--- src/boost_seq_pkg.sv ---
// Purpose: shared constants for the boost start-up and fault sequencer
// Assumes: clk at 40 MHz; internal oscillator derived from clk
// Notes: times are held in their own unit, cycle counts derived here
//
// Summary of operation
// - enable high shuts everything, opens disconnect switch
// - enable low begins start-up sequence
// - seven states in fixed order, restart on fault
// - soft inrush 2.048ms, switch as current source
// - disconnect switch fully on for 128us
// - soft boost limits 25, 50, 75 percent
// - normal after 8.320ms, limit 100 percent
// - normal holds until disable or fault
// - fault control restarts or shuts down anywhere
// - undervoltage disables I/Os until supply recovers
// - overcurrent disables switches, restarts immediately
// - overvoltage disables switches until output falls
// - over-temperature disables switches until cooled
// - skip pulses while output above target
// - keep minimum off-time every switching period
// - external sync only above about 300kHz
// - sync falling edge starts switch-node drive rising edge
// - internal oscillator runs at 1.0MHz
package boost_seq_pkg;
  // clock rate
  localparam int clk_hz = 40000000;
  // internal oscillator
  localparam int osc_hz = 1000000;
  localparam int osc_div = clk_hz / osc_hz;
  localparam logic [5:0] osc_div_last = 6'(osc_div - 1);
  localparam logic [5:0] osc_on_last = 6'(osc_div / 2 - 1);
  // state lengths in microseconds
  localparam int inrush_us = 2048;
  localparam int dsw_us = 128;
  localparam int boost_us = 2048;
  // state lengths in oscillator ticks (1 tick = 1 us)
  localparam logic [11:0] inrush_last = 12'(inrush_us * osc_hz / 1000000 - 1);
  localparam logic [11:0] dsw_last = 12'(dsw_us * osc_hz / 1000000 - 1);
  localparam logic [11:0] boost_last = 12'(boost_us * osc_hz / 1000000 - 1);
  // minimum switch off-time in ns and in clk cycles (rounded up)
  localparam int min_off_ns = 100;
  localparam logic [5:0] min_off_cyc =
    6'((min_off_ns * (clk_hz / 1000000) + 999) / 1000);
  // sync detector: period above this many clk cycles means too slow
  localparam int sync_min_hz = 300000;
  localparam logic [7:0] sync_max_cyc = 8'(clk_hz / sync_min_hz);
  // current-limit step codes
  localparam logic [1:0] ilim_25 = 2'h0;
  localparam logic [1:0] ilim_50 = 2'h1;
  localparam logic [1:0] ilim_75 = 2'h2;
  localparam logic [1:0] ilim_100 = 2'h3;
  // sequence states
  typedef enum logic [2:0] {
    st_off, st_inrush, st_dsw, st_b25, st_b50, st_b75, st_normal
  } seq_state_t;
endpackage

--- src/boost_startup_fault_sequencer.sv ---
// Purpose: start-up sequencing, fault reaction and switching timing
// Assumes: all pin and comparator inputs are asynchronous to clk
// Notes: the analog loop asks for on-time via pwm_demand_in
`timescale 1ns/1ps
module boost_startup_fault_sequencer (
  // clock and reset
  input wire logic clk,
  input wire logic arst_n,
  // pins
  input wire logic chip_enable_low,
  input wire logic sync_clock_in,
  // analog comparator flags
  input wire logic uv_fault_in,
  input wire logic oc_fault_in,
  input wire logic ov_fault_in,
  input wire logic ot_fault_in,
  input wire logic fb_above_target_in,
  input wire logic pwm_demand_in,
  // power stage controls
  output logic io_enable,
  output logic dsw_current_source,
  output logic dsw_full_on,
  output logic switch_node_drive,
  output logic [1:0] ilim_step,
  output logic ext_sync_active
);
  // two-stage synchronisers for all asynchronous inputs
  localparam int n_in = 8;
  logic [n_in-1:0] raw_in;
  logic [n_in-1:0] s1_reg;
  logic [n_in-1:0] s2_reg;
  assign raw_in = {pwm_demand_in, fb_above_target_in, ot_fault_in,
                   ov_fault_in, oc_fault_in, uv_fault_in,
                   sync_clock_in, chip_enable_low};
  genvar gi;
  generate
    for (gi = 0; gi < n_in; gi++) begin : g_sync
      // first stage only feeds the second
      always_ff @(posedge clk or negedge arst_n) begin
        if (!arst_n) begin
          s1_reg[gi] <= 1'b1;
          s2_reg[gi] <= 1'b1;
        end else begin
          s1_reg[gi] <= raw_in[gi];
          s2_reg[gi] <= s1_reg[gi];
        end
      end
    end
  endgenerate

  // synchronised names
  wire en_low_s = s2_reg[0];
  wire sync_s = s2_reg[1];
  wire uv_s = s2_reg[2];
  wire oc_s = s2_reg[3];
  wire ov_s = s2_reg[4];
  wire ot_s = s2_reg[5];
  wire fb_high_s = s2_reg[6];
  wire demand_s = s2_reg[7];

  // shutdown holds: disable input, undervoltage, overvoltage, hot
  wire disabled = en_low_s;
  wire hold_off = disabled | uv_s | ov_s | ot_s;

  // internal oscillator: divide clk to 1 MHz
  logic [5:0] osc_cnt_reg;
  wire osc_wrap = (osc_cnt_reg == boost_seq_pkg::osc_div_last);
  always_ff @(posedge clk or negedge arst_n) begin
    if (!arst_n) begin
      osc_cnt_reg <= 6'h00;
    end else if (osc_wrap) begin
      osc_cnt_reg <= 6'h00;
    end else begin
      osc_cnt_reg <= osc_cnt_reg + 6'h01;
    end
  end
  wire osc_tick = osc_wrap;  // one 1 us tick for the state timers

  // sync falling-edge detector and frequency detector
  logic sync_d_reg;
  logic [7:0] sync_per_reg;
  logic ext_reg;
  wire sync_fall = sync_d_reg & ~sync_s;
  wire sync_slow = (sync_per_reg >= boost_seq_pkg::sync_max_cyc);
  always_ff @(posedge clk or negedge arst_n) begin
    if (!arst_n) begin
      sync_d_reg <= 1'b1;
      sync_per_reg <= 8'h00;
      ext_reg <= 1'b0;
    end else begin
      sync_d_reg <= sync_s;
      if (sync_fall) begin
        // a fall inside the window proves a fast enough clock
        sync_per_reg <= 8'h00;
        ext_reg <= ~sync_slow;
      end else if (sync_slow) begin
        // no edge for too long: back to the internal oscillator
        ext_reg <= 1'b0;
      end else begin
        sync_per_reg <= sync_per_reg + 8'h01;
      end
    end
  end

  // start-up state machine
  boost_seq_pkg::seq_state_t state_reg, state_next;
  logic [11:0] tmr_reg;
  logic [11:0] tmr_last;
  wire tmr_done = osc_tick & (tmr_reg == tmr_last);

  // length of the current state in oscillator ticks
  always_comb begin
    case (state_reg)
      boost_seq_pkg::st_inrush: tmr_last = boost_seq_pkg::inrush_last;
      boost_seq_pkg::st_dsw: tmr_last = boost_seq_pkg::dsw_last;
      default: tmr_last = boost_seq_pkg::boost_last;
    endcase
  end

  // next state: faults force off or a fresh start
  always_comb begin
    state_next = state_reg;
    if (hold_off) begin
      state_next = boost_seq_pkg::st_off;
    end else if (oc_s) begin
      state_next = boost_seq_pkg::st_off;         // restart next cycle
    end else begin
      case (state_reg)
        boost_seq_pkg::st_off: state_next = boost_seq_pkg::st_inrush;
        boost_seq_pkg::st_inrush:
          if (tmr_done) state_next = boost_seq_pkg::st_dsw;
        boost_seq_pkg::st_dsw:
          if (tmr_done) state_next = boost_seq_pkg::st_b25;
        boost_seq_pkg::st_b25:
          if (tmr_done) state_next = boost_seq_pkg::st_b50;
        boost_seq_pkg::st_b50:
          if (tmr_done) state_next = boost_seq_pkg::st_b75;
        boost_seq_pkg::st_b75:
          if (tmr_done) state_next = boost_seq_pkg::st_normal;
        boost_seq_pkg::st_normal: state_next = state_reg;
        default: state_next = boost_seq_pkg::st_off;
      endcase
    end
  end

  // state and timer registers; timer clears on every state change
  always_ff @(posedge clk or negedge arst_n) begin
    if (!arst_n) begin
      state_reg <= boost_seq_pkg::st_off;
      tmr_reg <= 12'h000;
    end else begin
      state_reg <= state_next;
      if (state_next != state_reg) begin
        tmr_reg <= 12'h000;
      end else if (osc_tick) begin
        tmr_reg <= tmr_reg + 12'h001;
      end
    end
  end

  // state decode
  wire in_inrush = (state_reg == boost_seq_pkg::st_inrush);
  wire in_boost = (state_reg == boost_seq_pkg::st_b25) |
                  (state_reg == boost_seq_pkg::st_b50) |
                  (state_reg == boost_seq_pkg::st_b75) |
                  (state_reg == boost_seq_pkg::st_normal);
  wire dsw_on = (state_reg == boost_seq_pkg::st_dsw) | in_boost;

  // current-limit step per state
  logic [1:0] ilim_next;
  always_comb begin
    case (state_reg)
      boost_seq_pkg::st_b50: ilim_next = boost_seq_pkg::ilim_50;
      boost_seq_pkg::st_b75: ilim_next = boost_seq_pkg::ilim_75;
      boost_seq_pkg::st_normal: ilim_next = boost_seq_pkg::ilim_100;
      default: ilim_next = boost_seq_pkg::ilim_25;
    endcase
  end

  // switching period start: sync fall or internal oscillator
  wire period_start = ext_reg ? sync_fall : osc_wrap;
  // internal phase on-window ends half way through the period
  wire int_on_end = (osc_cnt_reg == boost_seq_pkg::osc_on_last);

  // switch-node drive with pulse skip and minimum off-time
  logic sw_reg;
  logic [5:0] off_cnt_reg;
  wire off_ok = (off_cnt_reg >= boost_seq_pkg::min_off_cyc);
  wire sw_allowed = in_boost & ~fb_high_s & ~hold_off & ~oc_s;
  always_ff @(posedge clk or negedge arst_n) begin
    if (!arst_n) begin
      sw_reg <= 1'b0;
      off_cnt_reg <= 6'h00;
    end else begin
      if (!sw_allowed) begin
        sw_reg <= 1'b0;
      end else if (period_start & off_ok & demand_s) begin
        sw_reg <= 1'b1;
      end else if (sw_reg & (~demand_s | (~ext_reg & int_on_end))) begin
        sw_reg <= 1'b0;
      end else if (sw_reg & ext_reg & sync_s) begin
        // external phase: on-window ends when sync rises, which keeps
        // the high half of the sync period as off-time
        sw_reg <= 1'b0;
      end
      // count off-time so each period keeps the minimum
      if (sw_reg) begin
        off_cnt_reg <= 6'h00;
      end else if (!off_ok) begin
        off_cnt_reg <= off_cnt_reg + 6'h01;
      end
    end
  end

  // registered outputs
  always_ff @(posedge clk or negedge arst_n) begin
    if (!arst_n) begin
      io_enable <= 1'b0;
      dsw_current_source <= 1'b0;
      dsw_full_on <= 1'b0;
      ilim_step <= boost_seq_pkg::ilim_25;
      ext_sync_active <= 1'b0;
    end else begin
      io_enable <= ~disabled & ~uv_s;
      dsw_current_source <= in_inrush & ~oc_s;
      dsw_full_on <= dsw_on & ~oc_s;
      ilim_step <= ilim_next;
      ext_sync_active <= ext_reg;
    end
  end
  assign switch_node_drive = sw_reg;
endmodule // boost_startup_fault_sequencer

--- config.mk ---
export PLATFORM = sky130hd
export DESIGN_NAME = boost_startup_fault_sequencer
export DESIGN_NICKNAME = d
export VERILOG_FILES = /design/src/boost_seq_pkg.sv /design/src/boost_startup_fault_sequencer.sv
export SDC_FILE = /design/constraint.sdc
export NUM_CORES = 1
export LEC_CHECK = 0
export ABC_AREA = 1
export BUFFER_PORTS_ARGS = -buffer_cell sky130_fd_sc_hd__buf_2
export CAP_MARGIN = 0
export CORE_ASPECT_RATIO = 1.2
export CORE_UTILIZATION = 54
export DETAILED_ROUTE_END_ITERATION = 12
export MAX_ROUTING_LAYER = met4
export PLACE_DENSITY = 0.84
export SLEW_MARGIN = 10
export SYNTH_ARGS = -nofsm -noshare
export SYNTH_HDL_FRONTEND = slang
export SYNTH_SLANG_ARGS = --single-unit
export TNS_END_PERCENT = 5
--- constraint.sdc ---
create_clock -name clk -period 1.7 [get_ports clk]
set_clock_uncertainty 0.05 [all_clocks]
set_input_delay 0.085 -clock clk [delete_from_list [all_inputs] [get_ports clk]]
set_output_delay 0.085 -clock clk [all_outputs]
set_load 0.005 [all_outputs]
## After elaboration in Yosys (flattened, before gate mapping)

Cells that the tools add are included.

- Flip-flop bits (word level): 60
- Input bits: 10
- Output and inout port bits: 7
- Word-level logic and storage cells: 106

- Add/sub/neg operators: 4
- $lt $le $gt $ge: 2
- Equal/unequal tests: 13
- Mux-type cells: 24
- Bitwise gates (word level): 31
- Reductions and logical operators: 3

Operator list:

| kind | count |
|---|---|
| 12-bit two-way mux | 2 |
| 3-bit two-way mux | 7 |
| 3-bit case mux with 7 select lines | 1 |
| 6-bit two-way mux | 3 |
| 8-bit two-way mux | 2 |
| 1-bit bitwise AND | 14 |
| 12-bit by 1-bit adder with 12-bit output, second input constant | 1 |
| 6-bit by 1-bit adder with 6-bit output, second input constant | 2 |
| 12-bit equality test | 1 |
| 11-bit two-way mux | 1 |
| 3-bit equality test, second input constant | 3 |
| 1-bit NOT | 9 |
| 8-bit by 1-bit adder with 8-bit output, second input constant | 1 |
| 8-bit greater-or-equal comparator, second input constant | 1 |
| 1-bit OR | 8 |
| 1-bit two-way mux | 7 |
| 3-bit by 2-bit equality test with 1-bit output, second input constant | 2 |
| 6-bit by 5-bit equality test with 1-bit output, second input constant | 1 |
| 6-bit equality test, second input constant | 1 |
| 6-bit by 3-bit greater-or-equal comparator with 1-bit output, second input constant | 1 |
| 2-bit case mux with 3 select lines | 1 |
| 2-bit inequality test, second input constant | 2 |
| 4-bit by 1-bit inequality test with 1-bit output, second input constant | 1 |
| 2-bit nonzero test | 2 |
| 3 further kinds | 3 |

## Depth between registers and ports, before layout

- Depth after elaboration: 10
- Mapped depth: 13
- Gate-level depth less buffers: 12

## Worst setup path after synthesis

OpenSTA, ideal clock, no wires.

- Path kind: register to register
- From: register osc_cnt_reg[0]
- To: register tmr_reg[5]
- Library setup time: 0.121 ns
- Arrival time: 1.558 ns
- Required time: 1.529 ns
- Slack: -0.029 ns
- Stages on the path, launching flop included: 14
- Path buffers: 1
- Period minus slack after synthesis: 1.729 ns
- Cells stage by stage: dfrtp_1 > ha_1 > nand2_1 > inv_1 > nand3_4 > nor2_4 > nand3_2 > nand2_1 > nand2_1 > nand2_2 > nand2_2 > nand3_2 > buf_6 > nor2_2

- Word-level cells in the longest chain between the ends: 8
- Elaborated cells between the ends (all ways): 13
- Classes of those cells: eq/ne: 2; mux: 9; bitwise: 1; reduce/logical: 1

Ends and longest elaborated chain:

| element | RTL line | text |
|---|---|---|
| start: declaration | boost_startup_fault_sequencer.sv:66 | `logic [5:0] osc_cnt_reg;` |
| start signal: assignment | boost_startup_fault_sequencer.sv:74 | `osc_cnt_reg <= osc_cnt_reg + 6'h01;` |
| 6-bit equality test (*) | boost_startup_fault_sequencer.sv:67 | `wire osc_wrap = (osc_cnt_reg == boost_seq_pkg::osc_div_last);` |
| 1-bit bitwise AND | boost_startup_fault_sequencer.sv:109 | `wire tmr_done = osc_tick & (tmr_reg == tmr_last);` |
| 3-bit two-way mux (on tied branches) | n/a |  |
| 3-bit case mux with 7 select lines | boost_startup_fault_sequencer.sv:128 | `case (state_reg)` |
| 3-bit two-way mux | boost_startup_fault_sequencer.sv:125 | `end else if (oc_s) begin` |
| 3-bit two-way mux | boost_startup_fault_sequencer.sv:123 | `if (hold_off) begin` |
| 3-bit inequality test | boost_startup_fault_sequencer.sv:153 | `if (state_next != state_reg) begin` |
| 12-bit two-way mux / 2-bit nonzero test (equally long branches) | n/a |  |
| end signal: assignment | boost_startup_fault_sequencer.sv:156 | `tmr_reg <= tmr_reg + 12'h001;` |
| end: declaration | boost_startup_fault_sequencer.sv:107 | `logic [11:0] tmr_reg;` |

Every way passes the cells marked *; elsewhere a longest branch is shown, timed or not.
A chain may end at the register's enable or synchronous reset.

## Worst setup path after layout

- From: register osc_cnt_reg[1]
- To: register tmr_reg[1]

Same word-level chain as after synthesis.

==> impl_metrics.env <==
export IMPL_syn_area_per_cell_um2=9.81
export IMPL_synthTopCellsByArea="dfrtp_1, dfstp_2, inv_1, nand2_1, nor2_1"
export IMPL_dp_cells=363
export IMPL_route_detailed_drc=0
export IMPL_worst_path_max_fanout=6
export IMPL_die_h_um=78.9
export IMPL_criticalPathCategory="reg -> reg"
export IMPL_start_util=0.570
export IMPL_hpwlAfterDp_um=3220
export IMPL_core_um2=4660
export IMPL_routed_via_density=5.33
export IMPL_clock_path_buffers=2
export IMPL_finalNonFillerCells=399
export IMPL_num_antenna_cells=0
export IMPL_peakVddDrop_mv=0.907
export IMPL_yosysUniqueCellTypes=31
export IMPL_slew_viol_final=0
export IMPL_layout_drive_gt1_share=0.375
export IMPL_first_global_vias=2072
export IMPL_vias=2127
export IMPL_rows=27
export IMPL_cts_tree="done"
export IMPL_area_delta_synth_final_pct=29.4
export IMPL_io_pins=17
export IMPL_routedWlPerCell_um=15.1
export IMPL_die_area_um2=5210
export IMPL_slew_headroom=0.768
export IMPL_routed_wl_um=6030
export IMPL_syn_nets=288
export IMPL_power_leakage_nw=1.71
export IMPL_status="complete, but fails checks"
export IMPL_path_clk_slew_ns=0.08
export IMPL_postSynthRegisterBits=60
export IMPL_maxCapViolations=0
export IMPL_fillers=282
export IMPL_setup_tns_ns=-1.24
export IMPL_synth_common_cells="dfrtp_1, inv_1, nand2_1, nor2_1, dfstp_2"
export IMPL_grt_use_total=0.252
export IMPL_rsz0062_at_grt="yes"
export IMPL_fin_crit_sh=1.07
export IMPL_numClockSinks=60
export IMPL_ys_seq_area_frac=0.573
export IMPL_grt_antenna_before_repair=0
export IMPL_regArea_um2=1520
export IMPL_fin_ws_ns=-0.124
export IMPL_finalSetupViolCount=13
export IMPL_synth_top_cell_area_share=0.405
export IMPL_grt_overflow=0
export IMPL_io_buffers=16
export IMPL_required_ns=1.88
export IMPL_clock_fmax_mhz=548
export IMPL_cts_root_buf="clkbuf_8"
export IMPL_crit_path_start_kind="register"
export IMPL_fin_nets=353
export IMPL_final_antenna_net_count=0
export IMPL_synth_top_cell_by_area="dfrtp_1"
export IMPL_synth_ff_type="dfrtp_1"
export IMPL_largest_reg_flops=12
export IMPL_multi_input_area_um2=1030
export IMPL_cts_buffers=9
export IMPL_worst_pin_slew_ns=0.344
export IMPL_hold_viol=0
export IMPL_syn_inst=271
export IMPL_grt_pass1_wl_um=9180
export IMPL_finalCriticalPeriod_ns=1.82
export IMPL_end_kind="register"
export IMPL_die_w_um=66.1
export IMPL_worstSkewPairLatency_ns=0.35
export IMPL_hp_class="in -> async"
export IMPL_grt_max_degree=61
export IMPL_synth_edff_count=0
export IMPL_drt_iter0_markers=132
export IMPL_violations="negative setup slack"
export IMPL_arrival_ns=2.01
export IMPL_netlist_area_um2=2660
export IMPL_p_per_area_nw_per_um2=922
export IMPL_ys_warn_count=0
export IMPL_gp_congestion=0.867
export IMPL_async_flop_share=1.00
export IMPL_drt_pass1_iterations=5
export IMPL_cts_htree_levels=3
path summary, 6_finish.rpt:
path,startpoint,end,slack (ns),cells past startpoint
worst max-delay path,osc_cnt_reg[1],tmr_reg[1],-0.12,13
worst max register to register,osc_cnt_reg[1],tmr_reg[1],-0.12,13
worst min register to register,s1_reg[7],demand_s,0.31,0
min in group clk,s1_reg[7],demand_s,0.31,0
worst min-delay path,arst_n,tmr_reg[9],0.21,3
max in group asynchronous,arst_n,uv_s,1.07,3
area by class of cell:
class                           count  share of cell area
Clock buffer                        9              0.0360
Clock inverter                      7              0.0240
Inverter                           46              0.0502
Multi-Input combinational cell    164               0.299
Sequential cell                    60               0.443
Tap cell                           58              0.0211
Timing Repair Buffer               55               0.127
per-layer routing:
metal	up-vias	part of all wire	global-route usage
met5	-	0	-
met4	0	0.038	0.117
met3	25	0.053	0.0618
met2	79	0.54	0.422
met1	1036	0.37	0.279
li1	987	-	-
logic make-up (layout without fill, tap and decap cells):
kind of cell | count (synthesis) | after routing | synth area share
simple gates | 119 | 119 | 0.232
flops | 60 | 60 | 0.573
buf+inv | 47 | 117 | 0.0692
compound gates | 25 | 25 | 0.0504
xor+xnor | 12 | 12 | 0.0395
fa+ha+maj | 7 | 7 | 0.0329
mux | 1 | 1 | 0.00376
power breakdown:
| group | switching (mW) | internal (mW) | leakage (nW) |
|---|---|---|---|
| combinational | 0.151 | 0.121 | 0.854 |
| sequential | 0.0491 | 1.50 | 0.746 |
| clock | 0.647 | 0.702 | 0.105 |
timing repair:
action,in CTS,in global routing
pin swaps,7,15
hold buffers,9,0
endpoints found under the setup margin,15,16
gates resized for setup,9,17
buffers inserted,4,6
hold endpoints to repair,68,0
cloned,0,1
placed cells by master, fill, tap and decap left out, types with 2 or more instances in the layout:
cell / instances
buf_2: 16
ha_2: 2
nand2_4: 2
nor2_1: 28
nor4_1: 3
xnor2_1: 2
nand3_4: 3
nand2_2: 11
clkbuf_8: 9
inv_1: 37
buf_12: 2
dfrtp_1: 43
nor3_1: 4
nor2_4: 4
clkinv_4: 2
inv_2: 8
inv_6: 4
dfstp_2: 17
o21ai_0: 6
a21oi_1: 13
xor2_1: 10
buf_4: 27
nand3b_1: 2
dlygate4sd3_1: 9
nand3_1: 12
a21oi_2: 2
nor2_2: 12
nand4_1: 8
ha_1: 5
nand2_1: 25
stage by stage:
step | util | cell area, um^2 | power (mW) | hold WS [ns] | setup slack [ns]
after floorplan | - | 2660 | 1.67 | -0.261 | -0.0108
after global placement | 0.637 | 2970 | 1.77 | 0.0629 | 0.00540
after detailed placement | 0.637 | 2970 | 1.78 | 0.0633 | -0.0911
after CTS | 0.711 | 3320 | 3.14 | 0.236 | -0.0127
after global routing | 0.738 | 3440 | 3.28 | 0.263 | -0.231
final | 0.738 | 3440 | 3.17 | 0.215 | -0.124
critical path, stage by stage, from the launching register on:
cell and delay [ns]:
dfrtp_1 0.38, ha_2 0.20, nand2_2 0.05, inv_2 0.06, nand3_4 0.08, nor2_4 0.18
inv_1 0.09, nor2_1 0.12, nand3_1 0.08, nand2_1 0.08, nor2_2 0.06, nand3_4 0.09
clkbuf_16 0.16, nor2_2 0.03
Power figures use the tool's default switching activity.
